**src/hw/rsc_pkg.sv**
```systemverilog
// Purpose: constants for the remote sensor channel setup block
// Assumes: 20-bit register frame, 16-bit payload in the low bits
// Notes: offsets are register addresses of the serial command frame
`default_nettype none
package rsc_pkg;
  localparam logic [6:0] RSC_ADDR_CFG1 = 7'h4a;
  localparam logic [6:0] RSC_ADDR_CFG2 = 7'h4b;
  localparam logic [6:0] RSC_ADDR_CTRL = 7'h4e;
  localparam int RSC_TRACK_BIT = 14;
  localparam int RSC_STARTOFF_BIT = 13;
  localparam int RSC_BLANK_BIT = 10;
  localparam int RSC_TYPE_LSB = 0;
  localparam int RSC_CH1_ON_BIT = 3;
  localparam int RSC_CH0_ON_BIT = 1;
  localparam logic [15:0] RSC_CFG_RESET = 16'h0000;
  localparam logic [15:0] RSC_CTRL_RESET = 16'h0000;
  localparam logic [15:0] RSC_CFG_MASK = 16'h640f;
  localparam logic [15:0] RSC_CTRL_MASK = 16'h000a;
  // decoded frame formats
  typedef enum logic [3:0] {
    RSC_FMT_8_125 = 4'h1,
    RSC_FMT_8_189 = 4'h2,
    RSC_FMT_10_125 = 4'h4,
    RSC_FMT_10_189 = 4'h8
  } rsc_fmt_e;
  localparam int RSC_TRACK_FAST_US = 8;
  localparam int RSC_TRACK_SLOW_US = 16;
  localparam int RSC_BLANK_SHORT_MS = 5;
  localparam int RSC_BLANK_LONG_MS = 10;
  localparam int RSC_CLK_MHZ = 50;
  localparam int RSC_BLANK_SHORT_CYC = RSC_BLANK_SHORT_MS * 1000 * RSC_CLK_MHZ;
  localparam int RSC_BLANK_LONG_CYC = RSC_BLANK_LONG_MS * 1000 * RSC_CLK_MHZ;
  localparam int RSC_TRACK_FAST_CYC = RSC_TRACK_FAST_US * RSC_CLK_MHZ;
  localparam int RSC_TRACK_SLOW_CYC = RSC_TRACK_SLOW_US * RSC_CLK_MHZ;
endpackage
`default_nettype wire

```
**src/hw/rsc_chan.sv**
```systemverilog
// Purpose: decode one channel's configuration word into receiver controls
// Assumes: config word stable between register writes
// Notes: purely combinational
`default_nettype none
module rsc_chan
  import rsc_pkg::*;
(
  // configuration
  input wire logic [15:0] cfg,
  // decoded controls
  output logic track_slow,
  output logic use_start_period,
  output logic blank_long,
  output rsc_pkg::rsc_fmt_e frame_format
);
  wire logic [3:0] type_code = cfg[RSC_TYPE_LSB +: 4];
  assign track_slow = cfg[RSC_TRACK_BIT]; // RQ1
  assign use_start_period = ~cfg[RSC_STARTOFF_BIT]; // RQ2
  assign blank_long = cfg[RSC_BLANK_BIT]; // RQ3
  assign frame_format = (type_code == 4'h0) ? RSC_FMT_8_125 : // RQ5
                        (type_code == 4'h1) ? RSC_FMT_8_189 : // RQ5
                        (type_code == 4'h2) ? RSC_FMT_10_125 : // RQ6
                        RSC_FMT_10_189; // RQ6 RQ7
endmodule
`default_nettype wire

```
**src/hw/rsc_top.sv**
```systemverilog
// Purpose: two-channel remote sensor setup registers and decoded controls
// Assumes: serial frame decoded elsewhere into addr, write strobe and data
// Notes: reinit pulse returns all settings to reset values
//
// Contract
// RQ1: tracking bit selects slow base-current tracking
// RQ2: start-period decode off when bit set
// RQ3: blanking select: 0 is 5ms, 1 is 10ms
// RQ4: settings change only on write or reinit; the code also clears them to reset values on rst
// RQ5: codes 0000/0001 select 8-bit 125k/189k
// RQ6: codes 0010/0011 select 10-bit 125k/189k
// RQ7: codes 0100-1111 act as 10-bit 189k
// RQ8: sensor type resets to 0000
// RQ9: control bits 3 and 1 enable channels
// RQ10: on/off status follows enable, cleared by reinit
// RQ11: unassigned bits read zero, writes ignored
`default_nettype none
module rsc_top
  import rsc_pkg::*;
#(
  parameter int CHANNELS = 2
)
(
  // clock and reset
  input wire logic clk_sys,
  input wire logic rst,
  input wire logic state_machine_reinit,
  // register access
  input wire logic [6:0] reg_addr,
  input wire logic reg_write,
  input wire logic [15:0] reg_wdata,
  output logic [15:0] reg_rdata,
  // per-channel controls
  output logic [CHANNELS-1:0] tracking_rate_halve,
  output logic [CHANNELS-1:0] start_period_decode_use,
  output logic [CHANNELS-1:0] limit_blanking_long,
  output logic [CHANNELS*4-1:0] sensor_frame_format,
  output logic [CHANNELS-1:0] channel_output_on,
  output logic [CHANNELS-1:0] channel_on_status
);
  import rsc_pkg::*;

  // the address decode serves exactly two configuration registers
  if (CHANNELS != 2) begin : g_bad_channels
    $error("rsc_top supports exactly two channels");
  end

  // ----------------------------------------
  // registers
  // ----------------------------------------
  logic [15:0] sensor_channel_config [CHANNELS];
  logic [15:0] sensor_channel_control;
  logic [CHANNELS-1:0] on_status;

  wire logic clear_all = rst | state_machine_reinit;
  wire logic wr_cfg1 = reg_write & (reg_addr == RSC_ADDR_CFG1);
  wire logic wr_cfg2 = reg_write & (reg_addr == RSC_ADDR_CFG2);
  wire logic wr_ctrl = reg_write & (reg_addr == RSC_ADDR_CTRL);
  wire logic [CHANNELS-1:0] wr_cfg = {wr_cfg2, wr_cfg1};
  wire logic [CHANNELS-1:0] ctrl_bits = {reg_wdata[RSC_CH1_ON_BIT], reg_wdata[RSC_CH0_ON_BIT]};

  always_ff @(posedge clk_sys) begin
    if (clear_all) begin
      sensor_channel_control <= RSC_CTRL_RESET; // RQ4
    end else if (wr_ctrl) begin
      sensor_channel_control <= reg_wdata & RSC_CTRL_MASK; // RQ9 RQ11
    end
  end

  always_ff @(posedge clk_sys) begin
    if (clear_all) begin
      on_status <= '0; // RQ10
    end else if (wr_ctrl) begin
      on_status <= ctrl_bits; // RQ10
    end
  end

  // ----------------------------------------
  // per-channel decode
  // ----------------------------------------
  genvar g;
  generate
    for (g = 0; g < CHANNELS; g++) begin : g_ch
      rsc_fmt_e fmt;
      always_ff @(posedge clk_sys) begin
        if (clear_all) begin
          sensor_channel_config[g] <= RSC_CFG_RESET; // RQ4 RQ8
        end else if (wr_cfg[g]) begin
          sensor_channel_config[g] <= reg_wdata & RSC_CFG_MASK; // RQ4 RQ11
        end
      end
      rsc_chan u_chan (
        .cfg(sensor_channel_config[g]),
        .track_slow(tracking_rate_halve[g]),
        .use_start_period(start_period_decode_use[g]),
        .blank_long(limit_blanking_long[g]),
        .frame_format(fmt)
      );
      assign sensor_frame_format[g*4 +: 4] = fmt;
    end
  endgenerate

  assign channel_output_on = {sensor_channel_control[RSC_CH1_ON_BIT],
                              sensor_channel_control[RSC_CH0_ON_BIT]}; // RQ9
  assign channel_on_status = on_status;

  // ----------------------------------------
  // read mux
  // ----------------------------------------
  wire logic hit_cfg1 = (reg_addr == RSC_ADDR_CFG1);
  wire logic hit_cfg2 = (reg_addr == RSC_ADDR_CFG2);
  wire logic hit_ctrl = (reg_addr == RSC_ADDR_CTRL);
  logic [15:0] next_rdata;
  always_comb begin
    if (hit_cfg1) begin
      next_rdata = sensor_channel_config[0];
    end else if (hit_cfg2) begin
      next_rdata = sensor_channel_config[1];
    end else if (hit_ctrl) begin
      next_rdata = sensor_channel_control; // RQ9
    end else begin
      next_rdata = 16'h0000; // RQ11
    end
  end

  always_ff @(posedge clk_sys) begin
    if (rst) begin
      reg_rdata <= 16'h0000;
    end else begin
      reg_rdata <= next_rdata;
    end
  end
endmodule
`default_nettype wire

```
**config.mk**
```make
export PLATFORM = sky130hd
export DESIGN_NAME = rsc_top
export DESIGN_NICKNAME = d
export VERILOG_FILES = /design/src/hw/rsc_pkg.sv /design/src/hw/rsc_chan.sv /design/src/hw/rsc_top.sv
export SDC_FILE = /design/constraint.sdc
export NUM_CORES = 1
export LEC_CHECK = 0
export ABC_AREA = 1
export ABC_CLOCK_PERIOD_IN_PS = 1700
export BUFFER_PORTS_ARGS = -buffer_cell sky130_fd_sc_hd__buf_2
export CAP_MARGIN = 20
export CORE_MARGIN = 5
export CORE_UTILIZATION = 45
export CTS_CLUSTER_DIAMETER = 120
export DETAILED_ROUTE_END_ITERATION = 6
export PLACE_DENSITY_LB_ADDON = 0.08
export SLEW_MARGIN = 5
export SYNTH_ARGS = -nofsm -noshare
export SYNTH_HDL_FRONTEND = slang
export SYNTH_SLANG_ARGS = --single-unit
```
**constraint.sdc**
```tcl
create_clock -name clk_sys -period 1.7 [get_ports clk_sys]
set_clock_uncertainty 0.05 [all_clocks]
set_input_delay 0.425 -clock clk_sys [delete_from_list [all_inputs] [get_ports clk_sys]]
set_output_delay 0.425 -clock clk_sys [all_outputs]
set_load 0.02 [all_outputs]
```
==> results.cfg, run 1 <==
[run_status]
status = finished, violations left
violations = negative setup slack

[worst_setup_path]
critical_path.cell_chain = nor2_1 > nand2_1 > nor2_1 > buf_4
crit_path_end_kind = output port
critPathKind = flip-flop to output port
cp.arrival_ns = 1.23
cp_num_buf_inv = 1
path_delay_family = flip-flops
crit_slowest_cell = edfxtp_1
cp_common_cell = nor2_1
max_stage_delay_ns = 0.46
startpoint_type = flip-flop
crit_required_ns = 1.22
cp_max_fo = 3

[detailed_routing]
final_antenna_net_count = 0
first_iter_violations = 27
vias = 1007
wl_per_cell_microns = 11.0
drtPass1Iterations = 4
vias_per_cell = 4.48
drc = 0
routed_wl_microns = 2480

[die]
dieArea_sq_mm = 0.00383
die_w_microns = 61.9
io_pins = 61
rows = 18
initial_core_util_pct = 48.1
die_h_microns = 61.9
design.core.area_sq_mm = 0.00252

[clock_tree]
root_buffer = clkbuf_4
cts_tree = yes
clockBufferDepth = 2
cts_htree_levels = 1
clkTransAtPathRegs_ns = 0.13
clkSinkCount = 23
numCtsBuffers = 3
ctsHoldBuffers = 0
clock_latency_ns = 0.31

[sta]
finalWorstSetupSlack_ns = -0.00666
period_share_pct = 100
setup-tns-final_ns = -0.00974
layout_min_cycle_time_ns = 1.71
fmax_mhz = 586
final_max_slew_viol_count = 0
rsz0062_at_grt = yes
hold_viol = 0
setup_viol = 2

[placed_design]
portBuffers = 42
dpl.hpwl_microns = 2010
dp_cells = 217
globalplace.congestion = 0.740

[synthesis]
synth_cells = 151
yosysTopAreaCellShare_pct = 34.7
ys_ff_latch = 23
yosys-top-cells-area = edfxtp_1, dfxtp_1, buf_4
synth_seq_area_share_pct = 49.5
synth_area_sq_mm = 0.00121
yosys_warnings = 0
yosysTopAreaCell = edfxtp_1
synth.distinct_cells = 16
synth.avg_cell_area_sq_um = 8.03

[global_routing]
grt-ovfl-total = 0
grt_max_degree = 14
grt_pass1_vias = 863
gr-usage-all-layers_pct = 14.0
grt_pass1_wl_microns = 3790
antenna_found_initial = 0

[worst_hold_path]
hold_class = input pin to flip-flop

[cells_and_area]
finalNetCount = 223
finalCoreUtilization_pct = 58.0
layoutNonFillerInstCount = 225
num_antenna_cells = 0
syn2layout_area_growth_pct = 20.7
n_fill_cell = 256
drive_above_1_share_pct = 33.3

[pwr]
p_per_area_mw_per_mm2 = 711
cellLeakagePower_nw = 0.781
vdd_drop_max_mv = 0.427

[flow_run]
cap_violations = 0
per-layer routing:
layer  wire length, microns  up-vias  global-route usage [%]
li1                       -      527                       -
met1                   1120      435                    18.1
met2                   1090       43                    20.9
met3                    238        2                    3.31
met4                     30        0                    8.79
met5                      0        -                       0
Yosys cell counts, drive strengths merged:
master	number
a21oi	5
buf	17
conb	1
dfxtp	9
edfxtp	14
inv	26
nand2	32
nand3	11
nor2	31
nor3	1
nor4	2
o21ai	2
where the power goes:
| part | switching, mW | internal, mW |
|---|---|---|
| Combinational | 0.106 | 0.0547 |
| Sequential | 0.0136 | 0.608 |
| Clock | 0.170 | 0.0880 |
metrics by stage:
| stage | instance area, sq um | setup slack [ns] | hold WS (ns) | power (mW) |
|---|---|---|---|---|
| 4_1_cts | 1440 | -0.0395 | 0.288 | 1.04 |
| 3_3_place_gp | 1390 | 0.116 | 0.477 | 0.778 |
| 5_1_grt | 1460 | -0.125 | 0.295 | 1.09 |
| 6_report | 1460 | -0.00666 | 0.292 | 1.04 |
| 2_1_floorplan | 1240 | 0.104 | 0.444 | 0.746 |
| 3_5_place_dp | 1390 | 0.116 | 0.492 | 0.781 |
worst paths after layout:
check                                end  depth (start not counted)  slack [ns]                   startpoint
hold reg to reg     channel_on_status[1]                          4        0.51         channel_on_status[1]
setup reg to reg            reg_rdata[1]                          5        0.69  sensor_channel_config[1][1]
hold / removal      channel_on_status[1]                          3        0.29                 reg_wdata[3]
setup / recovery  sensor_frame_format[4]                          4      -0.007  sensor_channel_config[1][3]
cell usage in the layout (no fill, tap or decap), drive strengths merged:
master  synthesis  routed
buf            17      49
nand2          32      32
nor2           31      31
inv            26      26
edfxtp         14      14
nand3          11      11
conb            1       9
dfxtp           9       9
a21oi           5       5
clkbuf          0       3
o21ai           2       2
nor4            2       2
nor3            1       1
clkinv          0       1
registers in the layout, summed over array words and instances (netlist names):
register and cells:
channel_on_status 2, reg_rdata 7, sensor_channel_config 14
what timing repair did:
action / 4_1_cts / 5_1_grt
endpoints found under the setup margin: 5 / 8
pin swaps: 3 / 1
buffers inserted: 2 / 2
gates resized for setup: 3 / 8
kinds of logic after synthesis:
family	after synthesis	share of synthesized area (%)
AOI/OAI and AO/OA	7	2.89
other	1	0.309
and+or+nand+nor	77	28.7
buffers and inverters	43	18.6
DFF	23	49.5
worst register-to-register path: stages, from the launching register on:
cell and delay, ns:
edfxtp_1 0.46, buf_4 0.16, nand3_1 0.07, nand3_1 0.09
nand2_1 0.07, inv_1 0.03
final cells by class:
type	count	area [sq um]	share of cell area (%)
Sequential cell	23	601	41.0
Timing Repair Buffer	49	275	18.8
Inverter	26	97.6	6.67
Multi-Input combinational cell	93	425	29.1
Clock buffer	3	22.5	1.54
Clock inverter	1	5.00	0.342
Tap cell	30	37.5	2.56
(Power assumes the default switching activity.)
==> run 2: changes to the inputs <==
--- a/config.mk
+++ b/config.mk
@@ -7,5 +7,5 @@
 export LEC_CHECK = 0
 export ABC_AREA = 1
-export ABC_CLOCK_PERIOD_IN_PS = 1700
+export ABC_CLOCK_PERIOD_IN_PS = 1600
 export BUFFER_PORTS_ARGS = -buffer_cell sky130_fd_sc_hd__buf_2
 export CAP_MARGIN = 20
@@ -14,4 +14,5 @@
 export CTS_CLUSTER_DIAMETER = 120
 export DETAILED_ROUTE_END_ITERATION = 6
+export GPL_TIMING_DRIVEN = 0
 export PLACE_DENSITY_LB_ADDON = 0.08
 export SLEW_MARGIN = 5
==> constraint.sdc (replaced) <==
create_clock -name clk_sys -period 1.6 [get_ports clk_sys]
set_clock_uncertainty 0.05 [all_clocks]
set_input_delay 0.4 -clock clk_sys [delete_from_list [all_inputs] [get_ports clk_sys]]
set_output_delay 0.4 -clock clk_sys [all_outputs]
set_load 0.01 [all_outputs]
==> run 2 against run 1 <==
The flow still finishes with violations (negative setup slack). Wire length up 2.1%. Clock-buffer cell count up 1. Power up 5.4%. Clock power up 3%. Register-to-register slack worse by 0.11 ns. Hold slack worse by 0.018 ns. First-iteration DRC count up 7.4%. Sequential power up 6.3%. Largest cell class unchanged.
==> results.cfg, run 2 (synthesized netlist as in run 1, its figures left out) <==
[sta]
period_share_pct = 104
finalWorstSetupSlack_ns = -0.0615
hold_ws_ns = 0.274
final_max_slew_viol_count = 0
fmax_mhz = 602
setup_viol = 6
setup-tns-final_ns = -0.282
layout_min_cycle_time_ns = 1.66
rsz0062_at_grt = yes
hold_viol = 0

[global_routing]
grt-ovfl-total = 0
use_met3_pct = 3.93
met2_usage_pct = 22.0
met1_usage_pct = 18.1
grt_max_degree = 13
grt_pass1_vias = 905
grt_pass1_wl_microns = 3820
gr-usage-all-layers_pct = 13.7
busiest_layer = met2
antenna_found_initial = 0

[pwr]
vdd_drop_max_mv = 0.586
finalPower_mw = 1.10
p_per_area_mw_per_mm2 = 698
cellLeakagePower_nw = 0.856

[die]
design.core.area_sq_mm = 0.00252
rows = 18
die_h_microns = 61.9
die_w_microns = 61.9
io_pins = 61
initial_core_util_pct = 48.1
dieArea_sq_mm = 0.00383

[clock_tree]
clkTransAtPathRegs_ns = 0.12
root_buffer = clkbuf_4
clockBufferDepth = 2
clkSinkCount = 23
cts_htree_levels = 1
clock_latency_ns = 0.30
cts_tree = yes
numCtsBuffers = 3

[detailed_routing]
first_iter_violations = 29
vias_per_cell = 4.42
drc = 0
vias = 1061
drtPass1Iterations = 4
routed_wl_microns = 2530
final_antenna_net_count = 0
wl_per_cell_microns = 10.5

[cells_and_area]
finalNetCount = 238
largest_reg_flops = 14
syn2layout_area_growth_pct = 29.6
finalInstanceArea_sq_mm = 0.00157
n_fill_cell = 243
finalCoreUtilization_pct = 62.3
layoutNonFillerInstCount = 240
drive_above_1_share_pct = 38.6
num_antenna_cells = 0
top_register = sensor_channel_config
final_common_cell = buf_2
layout_common_cells = buf_2, nand2_1, nor2_1

[placed_design]
dp_cells = 231
globalplace.congestion = 0.769
pre_cts_ws_ns = -0.144
post_dp_cell_area_sq_mm = 0.00149
portBuffers = 42
dpl.hpwl_microns = 2030

[worst_setup_path]
crit_required_ns = 1.15
crit_slowest_cell = edfxtp_1
crit-reg2reg-launch = sensor_channel_config[0][3]
startpoint_type = flip-flop
cp_max_fo = 3
crit_path_end_kind = output port
reg2reg_to = reg_rdata[3]
critical_path.cell_chain = nor4_2 > buf_2
critPathKind = flip-flop to output port
cp-startpoint = sensor_channel_config[0][2]
ff2ff_path_depth = 7
max_stage_delay_ns = 0.46
cp.arrival_ns = 1.21
r2r_slack_ns = 0.58

[worst_hold_path]
min_path_cells = 3
hold_class = input pin to flip-flop
hold_end = channel_on_status[0]
worstHoldStart = reg_wdata[1]

[run_status]
violations = negative setup slack
status = finished, violations left

[flow_run]
cap_violations = 0
[run 2: how the worst max path moves through the flow]
stage | depth (start not counted) | to | slack, ns
floorplan | 5 | sensor_channel_config[1][0] | 0.17
global placement | 6 | sensor_channel_config[1][4] | -0.13
detailed placement | 6 | sensor_channel_config[1][4] | -0.14
CTS | 4 | sensor_frame_format[2] | -0.06
global route | 2 | sensor_frame_format[1] | -0.17
finish | 2 | sensor_frame_format[1] | -0.06
[run 2: cell type report]
type                       count  area [sq um]  share of cell area [%]
multi-input combinational     93           434                    27.6
buffer                        17           128                    8.12
tap                           30          37.5                    2.39
clock buffer                   4          26.3                    1.67
sequential                    23           601                    38.2
inverter                      26          97.6                    6.21
timing repair buffer          47           248                    15.8
[run 2: per-layer routing]
metal,routed length [microns],vias up
li1,-,559
met1,1100,455
met2,1130,45
met3,284,2
met4,10,0
met5,0,-
[run 2: critical path, delay by kind of cell (launching register included)]
kind | cells | cell delay [ns]
AND/OR/NAND/NOR | 1 | 0.28
flip-flops | 1 | 0.46
buffers and inverters | 1 | 0.17
[run 2: what timing repair did]
| action | CTS | global route |
|---|---|---|
| pin swaps | 4 | 2 |
| buffers inserted | 4 | 1 |
| cloned | 0 | 0 |
| hold buffers | 0 | 0 |
| setup endpoints to repair | 7 | 8 |
| resized for setup | 1 | 6 |
[run 2: power breakdown]
| part | total, mW | internal [mW] | switching [mW] |
|---|---|---|---|
| clock | 0.267 | 0.0972 | 0.170 |
| sequential | 0.661 | 0.646 | 0.0152 |
| combinational | 0.169 | 0.0772 | 0.0914 |
